===== config.mk =====
export PLATFORM = sky130hd
export DESIGN_NAME = cdirq_top
export DESIGN_NICKNAME = d
export VERILOG_FILES = /design/src/cdirq_pkg.sv /design/src/cdirq_cnt_if.sv /design/src/cdirq_cnt_bank.sv /design/src/cdirq_top.sv
export SDC_FILE = /design/constraint.sdc
export NUM_CORES = 2
export LEC_CHECK = 0
export ABC_AREA = 1
export BUFFER_PORTS_ARGS = -buffer_cell sky130_fd_sc_hd__buf_2
export CAP_MARGIN = 25
export CORE_MARGIN = 3
export CORE_UTILIZATION = 51
export CTS_BUF_LIST = sky130_fd_sc_hd__clkbuf_8
export CTS_CLUSTER_SIZE = 28
export DETAILED_ROUTE_END_ITERATION = 6
export PLACE_DENSITY = 0.68
export SYNTH_ARGS = -nofsm -noshare
export SYNTH_HDL_FRONTEND = slang
export SYNTH_SLANG_ARGS = --single-unit

===== constraint.sdc =====
create_clock -name REF_CLK -period 2.7 [get_ports REF_CLK]
set_input_delay 0.405 -clock REF_CLK [delete_from_list [all_inputs] [get_ports REF_CLK]]
set_output_delay 0.405 -clock REF_CLK [all_outputs]
set_load 0.01 [all_outputs]

===== src/cdirq_pkg.sv =====
// Purpose: shared constants for the chain interrupt and pin setup block
// Assumes: 20 MHz reference clock, twelve chain lines and twelve pins
// Notes:   every offset, code, reset value and count used in logic lives here
package cdirq_pkg;
  localparam int NUM_LINES = 12;
  localparam int NUM_PINS  = 12;
  localparam int NUM_RTC   = 8;
  localparam int IDX_W     = 4;
  localparam int KIND_W    = 3;
  localparam int CNT_W     = 16;

  // source kinds for chain lines and pin drivers
  localparam logic [KIND_W-1:0] SRC_NONE  = 3'h0;
  localparam logic [KIND_W-1:0] SRC_RTC   = 3'h1;
  localparam logic [KIND_W-1:0] SRC_PIG   = 3'h2;
  localparam logic [KIND_W-1:0] SRC_INPUT = 3'h3;
  localparam logic [KIND_W-1:0] SRC_GPS   = 3'h4;
  localparam logic [KIND_W-1:0] SRC_IRIG  = 3'h5;
  localparam logic [KIND_W-1:0] SRC_LINE  = 3'h6;

  // configuration commands
  localparam logic [2:0] CFG_LINE_SRC  = 3'h0;
  localparam logic [2:0] CFG_LINE_MODE = 3'h1;
  localparam logic [2:0] CFG_PIN_SET   = 3'h2;
  localparam logic [2:0] CFG_PIN_SRC   = 3'h3;
  localparam logic [2:0] CFG_REFCLK    = 3'h4;

  // per-line commands
  localparam logic [2:0] CMD_ARM     = 3'h0;
  localparam logic [2:0] CMD_DISARM  = 3'h1;
  localparam logic [2:0] CMD_ENABLE  = 3'h2;
  localparam logic [2:0] CMD_DISABLE = 3'h3;
  localparam logic [2:0] CMD_REQUEST = 3'h4;

  // trigger modes
  localparam logic [1:0] MODE_RISE = 2'h0;
  localparam logic [1:0] MODE_FALL = 2'h1;
  localparam logic [1:0] MODE_HIGH = 2'h2;
  localparam logic [1:0] MODE_LOW  = 2'h3;

  // flag bit positions
  localparam int FLG_OUT  = 0;
  localparam int FLG_TERM = 1;
  localparam int FLG_EXT  = 0;

  // reset values
  localparam logic [NUM_PINS-1:0] PIN_DIR_RST = 12'h03F;

  // minimum level hold on anything we drive
  localparam int CLK_PERIOD_NS = 50;
  localparam int HOLD_NS       = 1000;
  localparam int HOLD_CYC      = (HOLD_NS + CLK_PERIOD_NS - 1) / CLK_PERIOD_NS;
  localparam int HOLD_W        = 5;
  localparam logic [HOLD_W-1:0] HOLD_LOAD = HOLD_W'(HOLD_CYC - 1);
endpackage : cdirq_pkg


===== src/cdirq_cnt_if.sv =====
// Purpose: carrier between the controller and its fire counter bank
// Assumes: single clock domain
// Notes:   inc is a per-line pulse, read answers one cycle later
`timescale 1ns/1ps
interface cdirq_cnt_if;
  logic [cdirq_pkg::NUM_LINES-1:0] inc;
  logic                            rd_en;
  logic [cdirq_pkg::IDX_W-1:0]     rd_sel;
  logic [cdirq_pkg::CNT_W-1:0]     rd_data;
  logic                            rd_valid;
  modport ctl  (output inc, output rd_en, output rd_sel, input rd_data, input rd_valid);
  modport bank (input inc, input rd_en, input rd_sel, output rd_data, output rd_valid);
endinterface : cdirq_cnt_if


===== src/cdirq_cnt_bank.sv =====
// Purpose: per-line fire counters with a registered read port
// Assumes: rd_sel below the line count
// Notes:   counters wrap; increment and read in one cycle return the old value
`timescale 1ns/1ps
module cdirq_cnt_bank (
  // clock and reset
  input wire logic   clk,
  input wire logic   rst_n,
  // controller side
  cdirq_cnt_if.bank  cif
);
  typedef struct packed {
    logic [cdirq_pkg::NUM_LINES-1:0][cdirq_pkg::CNT_W-1:0] cnt;
    logic [cdirq_pkg::CNT_W-1:0]                           rd_data;
    logic                                                  rd_valid;
  } cdirq_bank_st_type;

  cdirq_bank_st_type st_r;
  cdirq_bank_st_type st_nxt;

  ////////////////////////////////////////////////////////////////////////
  // next state: count each fire, latch the selected count
  always_comb begin
    st_nxt          = st_r;
    st_nxt.rd_valid = cif.rd_en;
    if (cif.rd_en) begin
      st_nxt.rd_data = st_r.cnt[cif.rd_sel];
    end
    for (int i = 0; i < cdirq_pkg::NUM_LINES; i++) begin
      if (cif.inc[i]) begin
        st_nxt.cnt[i] = st_r.cnt[i] + 16'h0001;
      end
    end
  end

  always_ff @(posedge clk) begin
    if (!rst_n) begin
      st_r <= '0;
    end else begin
      st_r <= st_nxt;
    end
  end

  assign cif.rd_data  = st_r.rd_data;
  assign cif.rd_valid = st_r.rd_valid;

  ////////////////////////////////////////////////////////////////////////
  chk_count_read: assert property (@(posedge clk) disable iff (!rst_n)
    cif.rd_en |=> (cif.rd_valid && cif.rd_data == $past(st_r.cnt[cif.rd_sel])))
    else $error("fire count read returned wrong value");

  chk_count_step: assert property (@(posedge clk) disable iff (!rst_n)
    cif.inc[3] |=> (st_r.cnt[3] == $past(st_r.cnt[3]) + 16'h0001))
    else $error("fire count did not advance by one");
endmodule : cdirq_cnt_bank


===== src/cdirq_top.sv =====
// Purpose: twelve shared chain interrupt lines, pin direction and reference clock select
// Assumes: 20 MHz REF_CLK; pins and chain lines are asynchronous to it
// Notes:   config errors leave state untouched; line and pin drives hold each level one microsecond
`timescale 1ns/1ps
// Notes on behaviour
// - twelve independently configured chain lines
// - every card sees the same line event
// - line source: rtc, pulse, pin, gps, irig, none
// - source none: never drive, no detection
// - reset leaves lines unsourced and unarmed
// - source first, then edge or level mode
// - host interrupt only when armed and enabled
// - software request fires line without source event
// - per-line fire counter readable by host
// - external reference may replace internal crystal
// - reference pin must be an input
// - per-pin direction and termination
// - reset: pins 0-5 out, 6-11 in, unterminated
// - inputs source only, outputs driven only
// - pin looping onto itself is rejected
// - driven levels hold at least one microsecond
module cdirq_top (
  // clock and reset
  input  wire logic        REF_CLK,
  input  wire logic        RST_N,
  // chain lines
  input  wire logic [11:0] CHAIN_IRQ_LINE_I,
  output logic      [11:0] CHAIN_IRQ_LINE_O,
  output logic      [11:0] CHAIN_IRQ_LINE_OE_N,
  // external pins
  input  wire logic [11:0] EXT_PIN_I,
  output logic      [11:0] EXT_PIN_O,
  output logic      [11:0] EXT_PIN_OE_N,
  output logic      [11:0] EXT_PIN_TERM,
  // local sources
  input  wire logic [7:0]  RTC_TIMER,
  input  wire logic [11:0] SW_PULSE,
  input  wire logic        GPS_PPS,
  input  wire logic        IRIG_PPS,
  // configuration
  input  wire logic        CFG_WR,
  input  wire logic [2:0]  CFG_CMD,
  input  wire logic [3:0]  CFG_TARGET,
  input  wire logic [2:0]  CFG_KIND,
  input  wire logic [3:0]  CFG_INDEX,
  input  wire logic [1:0]  CFG_FLAGS,
  output logic             CFG_ACK,
  output logic             CFG_ERR,
  // line commands and host interrupts
  input  wire logic        LINE_CMD_WR,
  input  wire logic [2:0]  LINE_CMD,
  input  wire logic [3:0]  LINE_CMD_IDX,
  output logic      [11:0] HOST_IRQ,
  output logic      [11:0] LINE_ARMED,
  output logic      [11:0] LINE_ENABLED,
  // fire counts
  input  wire logic        FIRE_COUNT_QUERY,
  input  wire logic [3:0]  FIRE_COUNT_SEL,
  output logic      [15:0] FIRE_COUNT,
  output logic             FIRE_COUNT_VALID,
  // timebase select
  output logic             TIMEBASE_EXT,
  output logic      [3:0]  TIMEBASE_PIN
);
  localparam int NL = cdirq_pkg::NUM_LINES;
  localparam int NP = cdirq_pkg::NUM_PINS;
  localparam int NO = NL + NP;

  typedef struct packed {
    logic [NL-1:0][2:0]  src_kind;
    logic [NL-1:0][3:0]  src_idx;
    logic [NL-1:0][1:0]  mode;
    logic [NL-1:0]       armed;
    logic [NL-1:0]       enabled;
    logic [NP-1:0]       pin_out;
    logic [NP-1:0]       pin_term;
    logic [NP-1:0][2:0]  pin_kind;
    logic [NP-1:0][3:0]  pin_idx;
    logic                ref_ext;
    logic [3:0]          ref_pin;
    logic [NL-1:0]       ci_s1;
    logic [NL-1:0]       ci_s2;
    logic [NL-1:0]       ci_s3;
    logic [NL-1:0]       ci_lvl;
    logic [NP-1:0]       pi_s1;
    logic [NP-1:0]       pi_s2;
    logic [NP-1:0]       pi_s3;
    logic [NP-1:0]       pi_lvl;
    logic [NO-1:0]       drv;
    logic [NO-1:0][4:0]  hold;
    logic [NL-1:0]       line_oe_n;
    logic [NP-1:0]       pin_oe_n;
    logic [NL-1:0]       host_irq;
    logic                cfg_ack;
    logic                cfg_err;
  } cdirq_top_st_type;

  cdirq_top_st_type st_r;
  cdirq_top_st_type st_nxt;
  logic [NL-1:0]    inc_c;
  logic [NO-1:0]    busy_c;

  cdirq_cnt_if cnt_if ();

  ////////////////////////////////////////////////////////////////////////
  // level of a selected source; pins count only while inputs
  function automatic logic cdirq_src_lvl(input logic [2:0] k, input logic [3:0] i,
                                         input logic [NL-1:0] lines,
                                         input logic [NP-1:0] pins);
    logic v;
    v = 1'b0;
    case (k)
      cdirq_pkg::SRC_RTC:   v = RTC_TIMER[i[2:0]];
      cdirq_pkg::SRC_PIG:   v = SW_PULSE[i];
      cdirq_pkg::SRC_INPUT: v = pins[i];
      cdirq_pkg::SRC_GPS:   v = GPS_PPS;
      cdirq_pkg::SRC_IRIG:  v = IRIG_PPS;
      cdirq_pkg::SRC_LINE:  v = lines[i];
      default:              v = 1'b0;
    endcase
    return v;
  endfunction : cdirq_src_lvl

  // index in range for the chosen kind
  function automatic logic cdirq_idx_ok(input logic [2:0] k, input logic [3:0] i);
    return (k == cdirq_pkg::SRC_RTC) ? (int'(i) < cdirq_pkg::NUM_RTC) : (int'(i) < NL);
  endfunction : cdirq_idx_ok

  ////////////////////////////////////////////////////////////////////////
  // config, commands, detection and output drive
  always_comb begin
    logic [NL-1:0] new_ci;
    logic [NP-1:0] new_pi;
    logic [NP-1:0] pin_src;
    logic [NO-1:0] want;
    logic          bad;
    int            t;
    st_nxt  = st_r;
    inc_c   = '0;
    busy_c  = '0;
    new_ci  = '0;
    new_pi  = '0;
    pin_src = '0;
    want    = '0;
    bad     = 1'b0;
    t       = int'(CFG_TARGET);
    st_nxt.cfg_ack = 1'b0;
    st_nxt.cfg_err = 1'b0;
    st_nxt.host_irq = '0;

    // configuration write; rejected writes change nothing
    if (CFG_WR) begin
      if (t >= NL) begin
        bad = 1'b1;
      end else begin
        case (CFG_CMD)
          cdirq_pkg::CFG_LINE_SRC: begin
            bad = (CFG_KIND > cdirq_pkg::SRC_IRIG) || !cdirq_idx_ok(CFG_KIND, CFG_INDEX);
            if (!bad) begin
              st_nxt.src_kind[t] = CFG_KIND;
              st_nxt.src_idx[t]  = CFG_INDEX;
            end
          end
          cdirq_pkg::CFG_LINE_MODE: begin
            bad = (st_r.src_kind[t] == cdirq_pkg::SRC_NONE);
            if (!bad) begin
              st_nxt.mode[t] = CFG_FLAGS;
            end
          end
          cdirq_pkg::CFG_PIN_SET: begin
            bad = CFG_FLAGS[cdirq_pkg::FLG_OUT] && st_r.ref_ext
                  && (st_r.ref_pin == CFG_TARGET);
            if (!bad) begin
              st_nxt.pin_out[t]  = CFG_FLAGS[cdirq_pkg::FLG_OUT];
              st_nxt.pin_term[t] = CFG_FLAGS[cdirq_pkg::FLG_TERM];
            end
          end
          cdirq_pkg::CFG_PIN_SRC: begin
            bad = (CFG_KIND > cdirq_pkg::SRC_LINE) || !cdirq_idx_ok(CFG_KIND, CFG_INDEX)
                  || ((CFG_KIND == cdirq_pkg::SRC_INPUT) && (CFG_INDEX == CFG_TARGET));
            if (!bad) begin
              st_nxt.pin_kind[t] = CFG_KIND;
              st_nxt.pin_idx[t]  = CFG_INDEX;
            end
          end
          cdirq_pkg::CFG_REFCLK: begin
            bad = CFG_FLAGS[cdirq_pkg::FLG_EXT] && st_r.pin_out[t];
            if (!bad) begin
              st_nxt.ref_ext = CFG_FLAGS[cdirq_pkg::FLG_EXT];
              st_nxt.ref_pin = CFG_TARGET;
            end
          end
          default: bad = 1'b1;
        endcase
      end
      st_nxt.cfg_ack = !bad;
      st_nxt.cfg_err = bad;
    end

    // arm, disarm, enable, disable per line
    if (LINE_CMD_WR && (int'(LINE_CMD_IDX) < NL)) begin
      case (LINE_CMD)
        cdirq_pkg::CMD_ARM:     st_nxt.armed[LINE_CMD_IDX]   = 1'b1;
        cdirq_pkg::CMD_DISARM:  st_nxt.armed[LINE_CMD_IDX]   = 1'b0;
        cdirq_pkg::CMD_ENABLE:  st_nxt.enabled[LINE_CMD_IDX] = 1'b1;
        cdirq_pkg::CMD_DISABLE: st_nxt.enabled[LINE_CMD_IDX] = 1'b0;
        default:                st_nxt.armed = st_nxt.armed;
      endcase
    end

    // three-stage capture; a level counts once stages two and three agree
    st_nxt.ci_s1 = CHAIN_IRQ_LINE_I;
    st_nxt.ci_s2 = st_r.ci_s1;
    st_nxt.ci_s3 = st_r.ci_s2;
    st_nxt.pi_s1 = EXT_PIN_I;
    st_nxt.pi_s2 = st_r.pi_s1;
    st_nxt.pi_s3 = st_r.pi_s2;
    new_ci = (st_r.ci_s2 & st_r.ci_s3) | (st_r.ci_lvl & (st_r.ci_s2 ^ st_r.ci_s3));
    new_pi = (st_r.pi_s2 & st_r.pi_s3) | (st_r.pi_lvl & (st_r.pi_s2 ^ st_r.pi_s3));
    st_nxt.ci_lvl = new_ci;
    st_nxt.pi_lvl = new_pi;
    pin_src = st_r.pi_lvl & ~st_r.pin_out;

    // detection on the observed wire, so our own drive is seen like a peer's
    for (int i = 0; i < NL; i++) begin
      logic fire;
      logic held;
      fire = 1'b0;
      held = 1'b0;
      case (st_r.mode[i])
        cdirq_pkg::MODE_RISE: fire = new_ci[i] & ~st_r.ci_lvl[i];
        cdirq_pkg::MODE_FALL: fire = ~new_ci[i] & st_r.ci_lvl[i];
        cdirq_pkg::MODE_HIGH: begin
          fire = new_ci[i] & ~st_r.ci_lvl[i];
          held = new_ci[i];
        end
        default: begin
          fire = ~new_ci[i] & st_r.ci_lvl[i];
          held = ~new_ci[i];
        end
      endcase
      if (st_r.src_kind[i] == cdirq_pkg::SRC_NONE) begin
        fire = 1'b0; // no detection before a source is given
        held = 1'b0;
      end
      if (LINE_CMD_WR && (LINE_CMD == cdirq_pkg::CMD_REQUEST) && (int'(LINE_CMD_IDX) == i)) begin
        fire = 1'b1;
      end
      st_nxt.host_irq[i] = (fire | held) & st_r.armed[i] & st_r.enabled[i];
      inc_c[i] = fire & st_r.armed[i] & st_r.enabled[i];
      want[i]  = cdirq_src_lvl(st_r.src_kind[i], st_r.src_idx[i], st_r.ci_lvl, pin_src);
      st_nxt.line_oe_n[i] = (st_nxt.src_kind[i] == cdirq_pkg::SRC_NONE);
    end
    for (int p = 0; p < NP; p++) begin
      want[NL+p] = cdirq_src_lvl(st_r.pin_kind[p], st_r.pin_idx[p], st_r.ci_lvl, pin_src);
      st_nxt.pin_oe_n[p] = ~st_nxt.pin_out[p];
    end

    // each driven level stands a full microsecond; short pulses within it are lost
    for (int o = 0; o < NO; o++) begin
      busy_c[o] = (st_r.hold[o] != '0);
      if (busy_c[o]) begin
        st_nxt.hold[o] = st_r.hold[o] - 5'h01;
      end else if (want[o] != st_r.drv[o]) begin
        st_nxt.drv[o]  = want[o];
        st_nxt.hold[o] = cdirq_pkg::HOLD_LOAD;
      end
    end
  end

  ////////////////////////////////////////////////////////////////////////
  // state register; reset clears lines and sets default pin directions
  always_ff @(posedge REF_CLK) begin
    if (!RST_N) begin
      st_r           <= '0;
      st_r.pin_out   <= cdirq_pkg::PIN_DIR_RST;
      st_r.pin_oe_n  <= ~cdirq_pkg::PIN_DIR_RST;
      st_r.line_oe_n <= '1;
      for (int p = 0; p < NP; p++) begin
        st_r.pin_kind[p] <= cdirq_pkg::SRC_PIG;
        st_r.pin_idx[p]  <= 4'(p);
      end
    end else begin
      st_r <= st_nxt;
    end
  end

  ////////////////////////////////////////////////////////////////////////
  // fire counters
  assign cnt_if.inc    = inc_c;
  assign cnt_if.rd_en  = FIRE_COUNT_QUERY;
  assign cnt_if.rd_sel = FIRE_COUNT_SEL;

  cdirq_cnt_bank u_cnt (
    .clk   (REF_CLK),
    .rst_n (RST_N),
    .cif   (cnt_if)
  );

  // outputs straight from registers
  assign CHAIN_IRQ_LINE_O    = st_r.drv[NL-1:0];
  assign CHAIN_IRQ_LINE_OE_N = st_r.line_oe_n;
  assign EXT_PIN_O           = st_r.drv[NO-1:NL];
  assign EXT_PIN_OE_N        = st_r.pin_oe_n;
  assign EXT_PIN_TERM        = st_r.pin_term;
  assign CFG_ACK             = st_r.cfg_ack;
  assign CFG_ERR             = st_r.cfg_err;
  assign HOST_IRQ            = st_r.host_irq;
  assign LINE_ARMED          = st_r.armed;
  assign LINE_ENABLED        = st_r.enabled;
  assign FIRE_COUNT          = cnt_if.rd_data;
  assign FIRE_COUNT_VALID    = cnt_if.rd_valid;
  assign TIMEBASE_EXT        = st_r.ref_ext;
  assign TIMEBASE_PIN        = st_r.ref_pin;

  ////////////////////////////////////////////////////////////////////////
  chk_none_nodrive: assert property (@(posedge REF_CLK) disable iff (!RST_N)
    (CHAIN_IRQ_LINE_OE_N | {st_r.src_kind[11] != 3'h0, st_r.src_kind[10] != 3'h0,
      st_r.src_kind[9] != 3'h0, st_r.src_kind[8] != 3'h0, st_r.src_kind[7] != 3'h0,
      st_r.src_kind[6] != 3'h0, st_r.src_kind[5] != 3'h0, st_r.src_kind[4] != 3'h0,
      st_r.src_kind[3] != 3'h0, st_r.src_kind[2] != 3'h0, st_r.src_kind[1] != 3'h0,
      st_r.src_kind[0] != 3'h0}) == 12'hFFF)
    else $error("unsourced chain line is being driven");

  chk_irq_gated: assert property (@(posedge REF_CLK) disable iff (!RST_N)
    (HOST_IRQ & ~($past(st_r.armed) & $past(st_r.enabled))) == 12'h000)
    else $error("host interrupt while not armed and enabled");

  chk_reset_lines: assert property (@(posedge REF_CLK) disable iff (!RST_N)
    $past(!RST_N) |-> (st_r.src_kind == '0 && LINE_ARMED == 12'h000 && LINE_ENABLED == 12'h000))
    else $error("chain line configured after reset");

  chk_reset_pins: assert property (@(posedge REF_CLK) disable iff (!RST_N)
    $past(!RST_N) |-> (EXT_PIN_OE_N == 12'hFC0 && EXT_PIN_TERM == 12'h000))
    else $error("pin defaults wrong after reset");

  chk_loop_reject: assert property (@(posedge REF_CLK) disable iff (!RST_N)
    (CFG_WR && CFG_CMD == 3'h3 && CFG_KIND == 3'h3 && CFG_INDEX == CFG_TARGET)
    |=> (CFG_ERR && !CFG_ACK && $stable(st_r.pin_kind) && $stable(st_r.pin_idx)))
    else $error("pin looped onto itself was accepted");

  chk_pin_dir: assert property (@(posedge REF_CLK) disable iff (!RST_N)
    EXT_PIN_OE_N == ~st_r.pin_out)
    else $error("pin driven while configured as input");

  chk_hold_min: assert property (@(posedge REF_CLK) disable iff (!RST_N)
    ((st_r.drv ^ $past(st_r.drv)) & $past(busy_c)) == '0)
    else $error("driven level changed before one microsecond");

  chk_sw_request: assert property (@(posedge REF_CLK) disable iff (!RST_N)
    (LINE_CMD_WR && LINE_CMD == 3'h4 && LINE_CMD_IDX < 4'hC
      && st_r.armed[LINE_CMD_IDX] && st_r.enabled[LINE_CMD_IDX])
    |=> HOST_IRQ[$past(LINE_CMD_IDX)])
    else $error("software request raised no interrupt");

  chk_ref_input: assert property (@(posedge REF_CLK) disable iff (!RST_N)
    TIMEBASE_EXT |-> !st_r.pin_out[TIMEBASE_PIN])
    else $error("reference clock pin is an output");
endmodule : cdirq_top


# Word-level counts from Yosys, hierarchy flattened
# Index checks and enable logic that the tools add are counted.
# classes
addsub,36
order_cmp,59
n_eq_ne,215
mux,367
bitwise_logic,165
n_reduce_logical,171
# op_table
op,n
84-bit 2-to-1 mux,4
1-bit binary-select mux with 4-bit select,73
5-bit 2-to-1 mux,50
113-bit 2-to-1 mux,2
3-bit equality test (second input constant),74
108-bit 2-to-1 mux,2
16-bit by 1-bit adder with 16-bit output (second input constant),12
3-bit by 2-bit equality test with 1-bit output (second input constant),53
1-bit 2-to-1 mux,150
1-bit one-hot mux with 6 select lines,24
4-bit by 5-bit less-than comparator with 1-bit output (second input constant),27
5-bit nonzero test,24
5-bit by 1-bit subtractor with 5-bit output (second input constant),24
48-bit bitwise mux,2
3-bit by 4-bit less-than comparator with 1-bit output (second input constant),24
24-bit 2-to-1 mux,4
12-bit AND,7
3-bit by 1-bit equality test with 1-bit output (second input constant),27
3-bit logical NOT,27
1-bit AND,72
1-bit binary-select mux with 3-bit select,24
36-bit bitwise mux,2
1-bit inverter,66
16-bit binary-select mux with 4-bit select,1
other kinds (38),238
# totals
reg_bits,732
elab_cells,1154

# Depth between registers and ports, before layout
# depth
word_depth,11
mapped_depth,17
mapped_depth_nobuf,16

# Cells and area by module
# A second synthesis with hierarchy kept.
# hier_totals
cells_unflattened,7270
hier_area_um2,45155.8
# modules_own_cells
mod,instances,cells_each,area_each_um2,seq_area_each_um2
cdirq_top,1,5579,33638.5,10470.0
cdirq_cnt_bank,1,1691,11517.3,4184.0

# Worst setup path before layout
# Ideal clock, no wire load.
# synth_timing
kind,register to register
start,register st_r[243] (netlist name)
end,register u_cnt.st_r[46] (netlist name)
setup_time_ps,113
arrival_time_ps,1736
t_required_ps,2587
slack_ps,852
stages_incl_launch_ff,15
n_path_buf,1
synth_period_minus_slack_ps,1848
cell_sequence,dfxtp_1 ha_1 nand2_1 nand2_1 o21ai_0 nand3_1 o21ai_1 nand3_1 clkbuf_1 inv_2 nand4_1 nor2_1 nand2_1 nand2_1 nor2_1
# synth_via
elab_chain_len,10
# synth_rtl
element,line,source
from (decl),cdirq_top.sv:98,cdirq_top_st_type st_r;
from (signal assigned),cdirq_top.sv:284,st_r <= st_nxt;
12-bit bitwise XOR,cdirq_top.sv:218,new_ci = (st_r.ci_s2 & st_r.ci_s3) | (st_r.ci_lvl & (st_r.ci_s2 ^ st_r.ci_s3));
12-bit AND,cdirq_top.sv:218,
12-bit OR (*),cdirq_top.sv:218,
1-bit inverter,"cdirq_top.sv:232, cdirq_top.sv:238",
1-bit AND,"cdirq_top.sv:232, cdirq_top.sv:238",
1-bit 2-to-1 mux (*),-,
1-bit 2-to-1 mux (*),cdirq_top.sv:242,if (st_r.src_kind[i] == cdirq_pkg::SRC_NONE) begin
1-bit 2-to-1 mux (*),cdirq_top.sv:246,if (LINE_CMD_WR && (LINE_CMD == cdirq_pkg::CMD_REQUEST) && (int'(LINE_CMD_IDX) == i)) begin
1-bit AND (*) (2 in series),cdirq_top.sv:250,inc_c[i] = fire & st_r.armed[i] & st_r.enabled[i];
to (signal assigned),cdirq_cnt_bank.sv:40,st_r <= st_nxt;
to (decl),cdirq_cnt_bank.sv:18,cdirq_bank_st_type st_r;
# Mark *: on every way between the ends. The rest lies on a longest branch, timed or not.
# A chain may end at the register's enable or synchronous reset.

==> out/results.txt <==
number of placement rows - 108
outcome - finished, violations left
number of global-route vias before repair - 44265
total wire length after detailed routing - 162000 µm
post-route standard cell area excluding fillers - 50100 µm²
Die Ht - 304 µm
final setup slack of the worst path - 0.168 ns
setup tns final - 0 ns
Pre-Repair DR Iteration Count - 7
top-level I/O count - 198
sequential share of the synthesized area - 0.323
Critical Path Source Type - flip-flop
maximum number of pins on one net before global-route repair - 131
total global routing overflow - 0
placed cells - 8382
number of DRC violations after detailed routing - 1
Lkg Pwr - 22.5 nW
pre-CTS setup slack - 0.0682 ns
mean cell area of the mapped netlist - 6.16 µm²
post-detailed-route via-to-cell ratio - 5.73
Worst Path Class, Setup - reg2reg
first-pass GRT wire length - 249000 µm
Slew @ Worst Pin - 0.931 ns
logic depth of the worst register-to-register path - 14
post-synthesis share of cell area spent on and, or, nand and nor gates - 0.361
area of the core region - 87600 µm²
XOR/XNOR share of the synthesized area - 0.0179
NumNets Final - 7538
placed cell areas - 47000 µm²
Hold Path Cell Cnt - 3
critical path's slowest cell - sky130_fd_sc_hd__dfxtp_1
failing checks - DRC
cell family with most CP delay - simple AND/OR/NAND/NOR gates
synthesis warning total - 0
count of cell instances traversed by the critical path - 14
arrival time of data at the critical path endpoint - 3.28 ns
cell breakdown of the critical path - clkinvlp_4 > o211ai_1 > nand2_1 > nand2_1 > nand2_1 > nand2_1 > nand2_1 > nor2_1 > buf_4 > a21oi_1 > nor2_1 > nand2_1 > nand2_1 > inv_1
post-layout min period - 2.53 ns
area of the die - 92700 µm²
fraction of layout cells with a size suffix above 1 - 0.0872
H-tree lvl count - 4
post-layout util - 0.572
longest individual stage delay on the worst path - 0.68 ns
most common cell after layout, fill and taps aside - sky130_fd_sc_hd__nand2_1
data required time of the critical path - 3.45 ns
most numerous cell on the critical path - sky130_fd_sc_hd__nand2_1
antenna violations before repair - 5
CTS tree - built
DIE WIDTH - 304 µm
total chip power - 29.8 mW
portion of the clock cycle consumed by the worst path in the final layout - 0.938
Worst Path Buf+Inv - 3
worst min path class - in2reg
number of DRC violations after detailed-routing iteration 0 - 6065
number of max-slew violations in the final report - 0
TritonCTS Sinks - 732
Fmax achieved - 0.395 GHz
area growth from synthesis to layout - 10.3%
final instance count without filler cells - 8660
dominant synthesized flop cell - sky130_fd_sc_hd__dfxtp_1
combinational family with the most area after synthesis - simple AND/OR/NAND/NOR gates
asr flop ratio synth - 0
Vias - 49663
Inserted Clock Buffers - 135
worst slack on hold paths - 0.0445 ns
total power per unit cell area - 594 nW/µm²
Worst VDD drop - 535 µV
Detail Placement HPWL - 105000 µm
Mapped Cells - 7372
worst clock skew on the final layout - 0.0414 ns
gp weighted congestion - 0.962
Clk Latency, worst-skew pair - 0.86 ns
DR WL/cell - 18.7 µm
net count after synthesis - 7510
RSZ-0062 raised after global routing - no
number of violations of the max-capacitance limit - 0
count of buffers inserted at the top-level ports - 197
nature of the critical path endpoint - flip-flop
Crit Path Max Fanout - 14
commonest non-fill, non-tap cells in the layout - sky130_fd_sc_hd__nand2_1, sky130_fd_sc_hd__nand3_1, sky130_fd_sc_hd__inv_1, sky130_fd_sc_hd__dfxtp_1, sky130_fd_sc_hd__a21oi_1
adder-cell share of the synthesized area - 0.0165
Longest Clk Path Bufs - 3
total global routing track utilization - 0.335
Starting Density - 0.519
Post CTS Setup Buffer Count - 0
number of nets with antenna violations after routing - 0
portion of netlist area occupied by mux cells - 0
# setup viols final - 0
Relative slew margins - 0.380
fraction of the mapped netlist area in compound gates - 0.159
post-synthesis cell area - 45400 µm²
Yosys cell types - 45
number of enable-type register cells in the synthesized netlist - 0
CTS clock-pin slew for the worst setup and hold paths - 0.06 ns
number of hold violations in the final report - 0
#FFs+latches synth - 732
clock root buffer master - sky130_fd_sc_hd__clkbuf_8
-- worst register-to-register path, cell delays in order (launching register included) --
cell	delay, ns
sky130_fd_sc_hd__dfxtp_1	0.68
sky130_fd_sc_hd__clkinvlp_4	0.42
sky130_fd_sc_hd__o211ai_1	0.19
sky130_fd_sc_hd__nand2_1	0.08
sky130_fd_sc_hd__nand2_1	0.06
sky130_fd_sc_hd__nand2_1	0.05
sky130_fd_sc_hd__nand2_1	0.05
sky130_fd_sc_hd__nand2_1	0.05
sky130_fd_sc_hd__nor2_1	0.24
sky130_fd_sc_hd__buf_4	0.22
sky130_fd_sc_hd__a21oi_1	0.07
sky130_fd_sc_hd__nor2_1	0.19
sky130_fd_sc_hd__nand2_1	0.07
sky130_fd_sc_hd__nand2_1	0.06
sky130_fd_sc_hd__inv_1	0.03
-- path summary, 6_finish.rpt --
kind | start | to | slack [ns]
worst max register to register | flip-flop | st_r[83] | 0.17
worst max-delay path | flip-flop | st_r[83] | 0.17
worst min register to register | st_nxt[213] | st_nxt[201] | 0.41
worst min-delay path | FIRE_COUNT_SEL[2] | u_cnt.cif.rd_data[15] | 0.04
-- power by group --
part	internal, mW	switching (mW)
sequential	11.9	0.753
combinational	2.34	4.07
clock	5.75	5.02
total	19.9	9.84
-- synth_stat cells (52+ instances only) --
library cell | n | area, µm²
sky130_fd_sc_hd__nand4_1 | 65 | 407
sky130_fd_sc_hd__xor2_1 | 52 | 455
sky130_fd_sc_hd__nor3_1 | 258 | 1290
sky130_fd_sc_hd__dfxtp_1 | 732 | 14700
sky130_fd_sc_hd__nand2_1 | 1962 | 7360
sky130_fd_sc_hd__buf_4 | 128 | 961
sky130_fd_sc_hd__ha_1 | 60 | 751
sky130_fd_sc_hd__o211ai_1 | 105 | 788
sky130_fd_sc_hd__inv_1 | 727 | 2730
sky130_fd_sc_hd__a21oi_1 | 604 | 3020
sky130_fd_sc_hd__nor2_1 | 580 | 2180
sky130_fd_sc_hd__buf_2 | 148 | 741
sky130_fd_sc_hd__nand3_1 | 854 | 4270
sky130_fd_sc_hd__clkbuf_1 | 223 | 837
sky130_fd_sc_hd__o21ai_0 | 486 | 2430
-- repair_timing --
item / 4_1_cts / 5_1_grt
setup endpoints to repair: 0 / 4
hold buffers: 36 / 0
gates resized for setup: 0 / 3
endpoints found under the hold margin: 62 / 0
-- kinds of logic after synthesis --
logic type / Yosys count
fa+ha+maj: 60
buf+inv: 1307
flops: 732
compound gates: 1327
xor+xnor: 93
simple gates: 3853
-- final cells by class --
cell class | count | area, µm²
Clock inverter | 68 | 375
Sequential cell | 732 | 14700
Clock buffer | 169 | 2330
Antenna cell | 5 | 12.5
Multi-Input combinational cell | 5333 | 25200
Tap cell | 1155 | 1450
Timing Repair Buffer | 413 | 3150
Fill cell | 8702 | 37500
Inverter | 785 | 2960
-- per-layer routing --
metal | global-route usage | vias to the layer above | part of all wire
met2 | 0.515 | 2667 | 0.43
met4 | 0.176 | 6 | 0.058
met1 | 0.437 | 22209 | 0.40
met5 | 0 | - | 0.00022
li1 | - | 24146 | -
met3 | 0.0789 | 635 | 0.12
No activity file was read; power rests on OpenSTA's default activity.
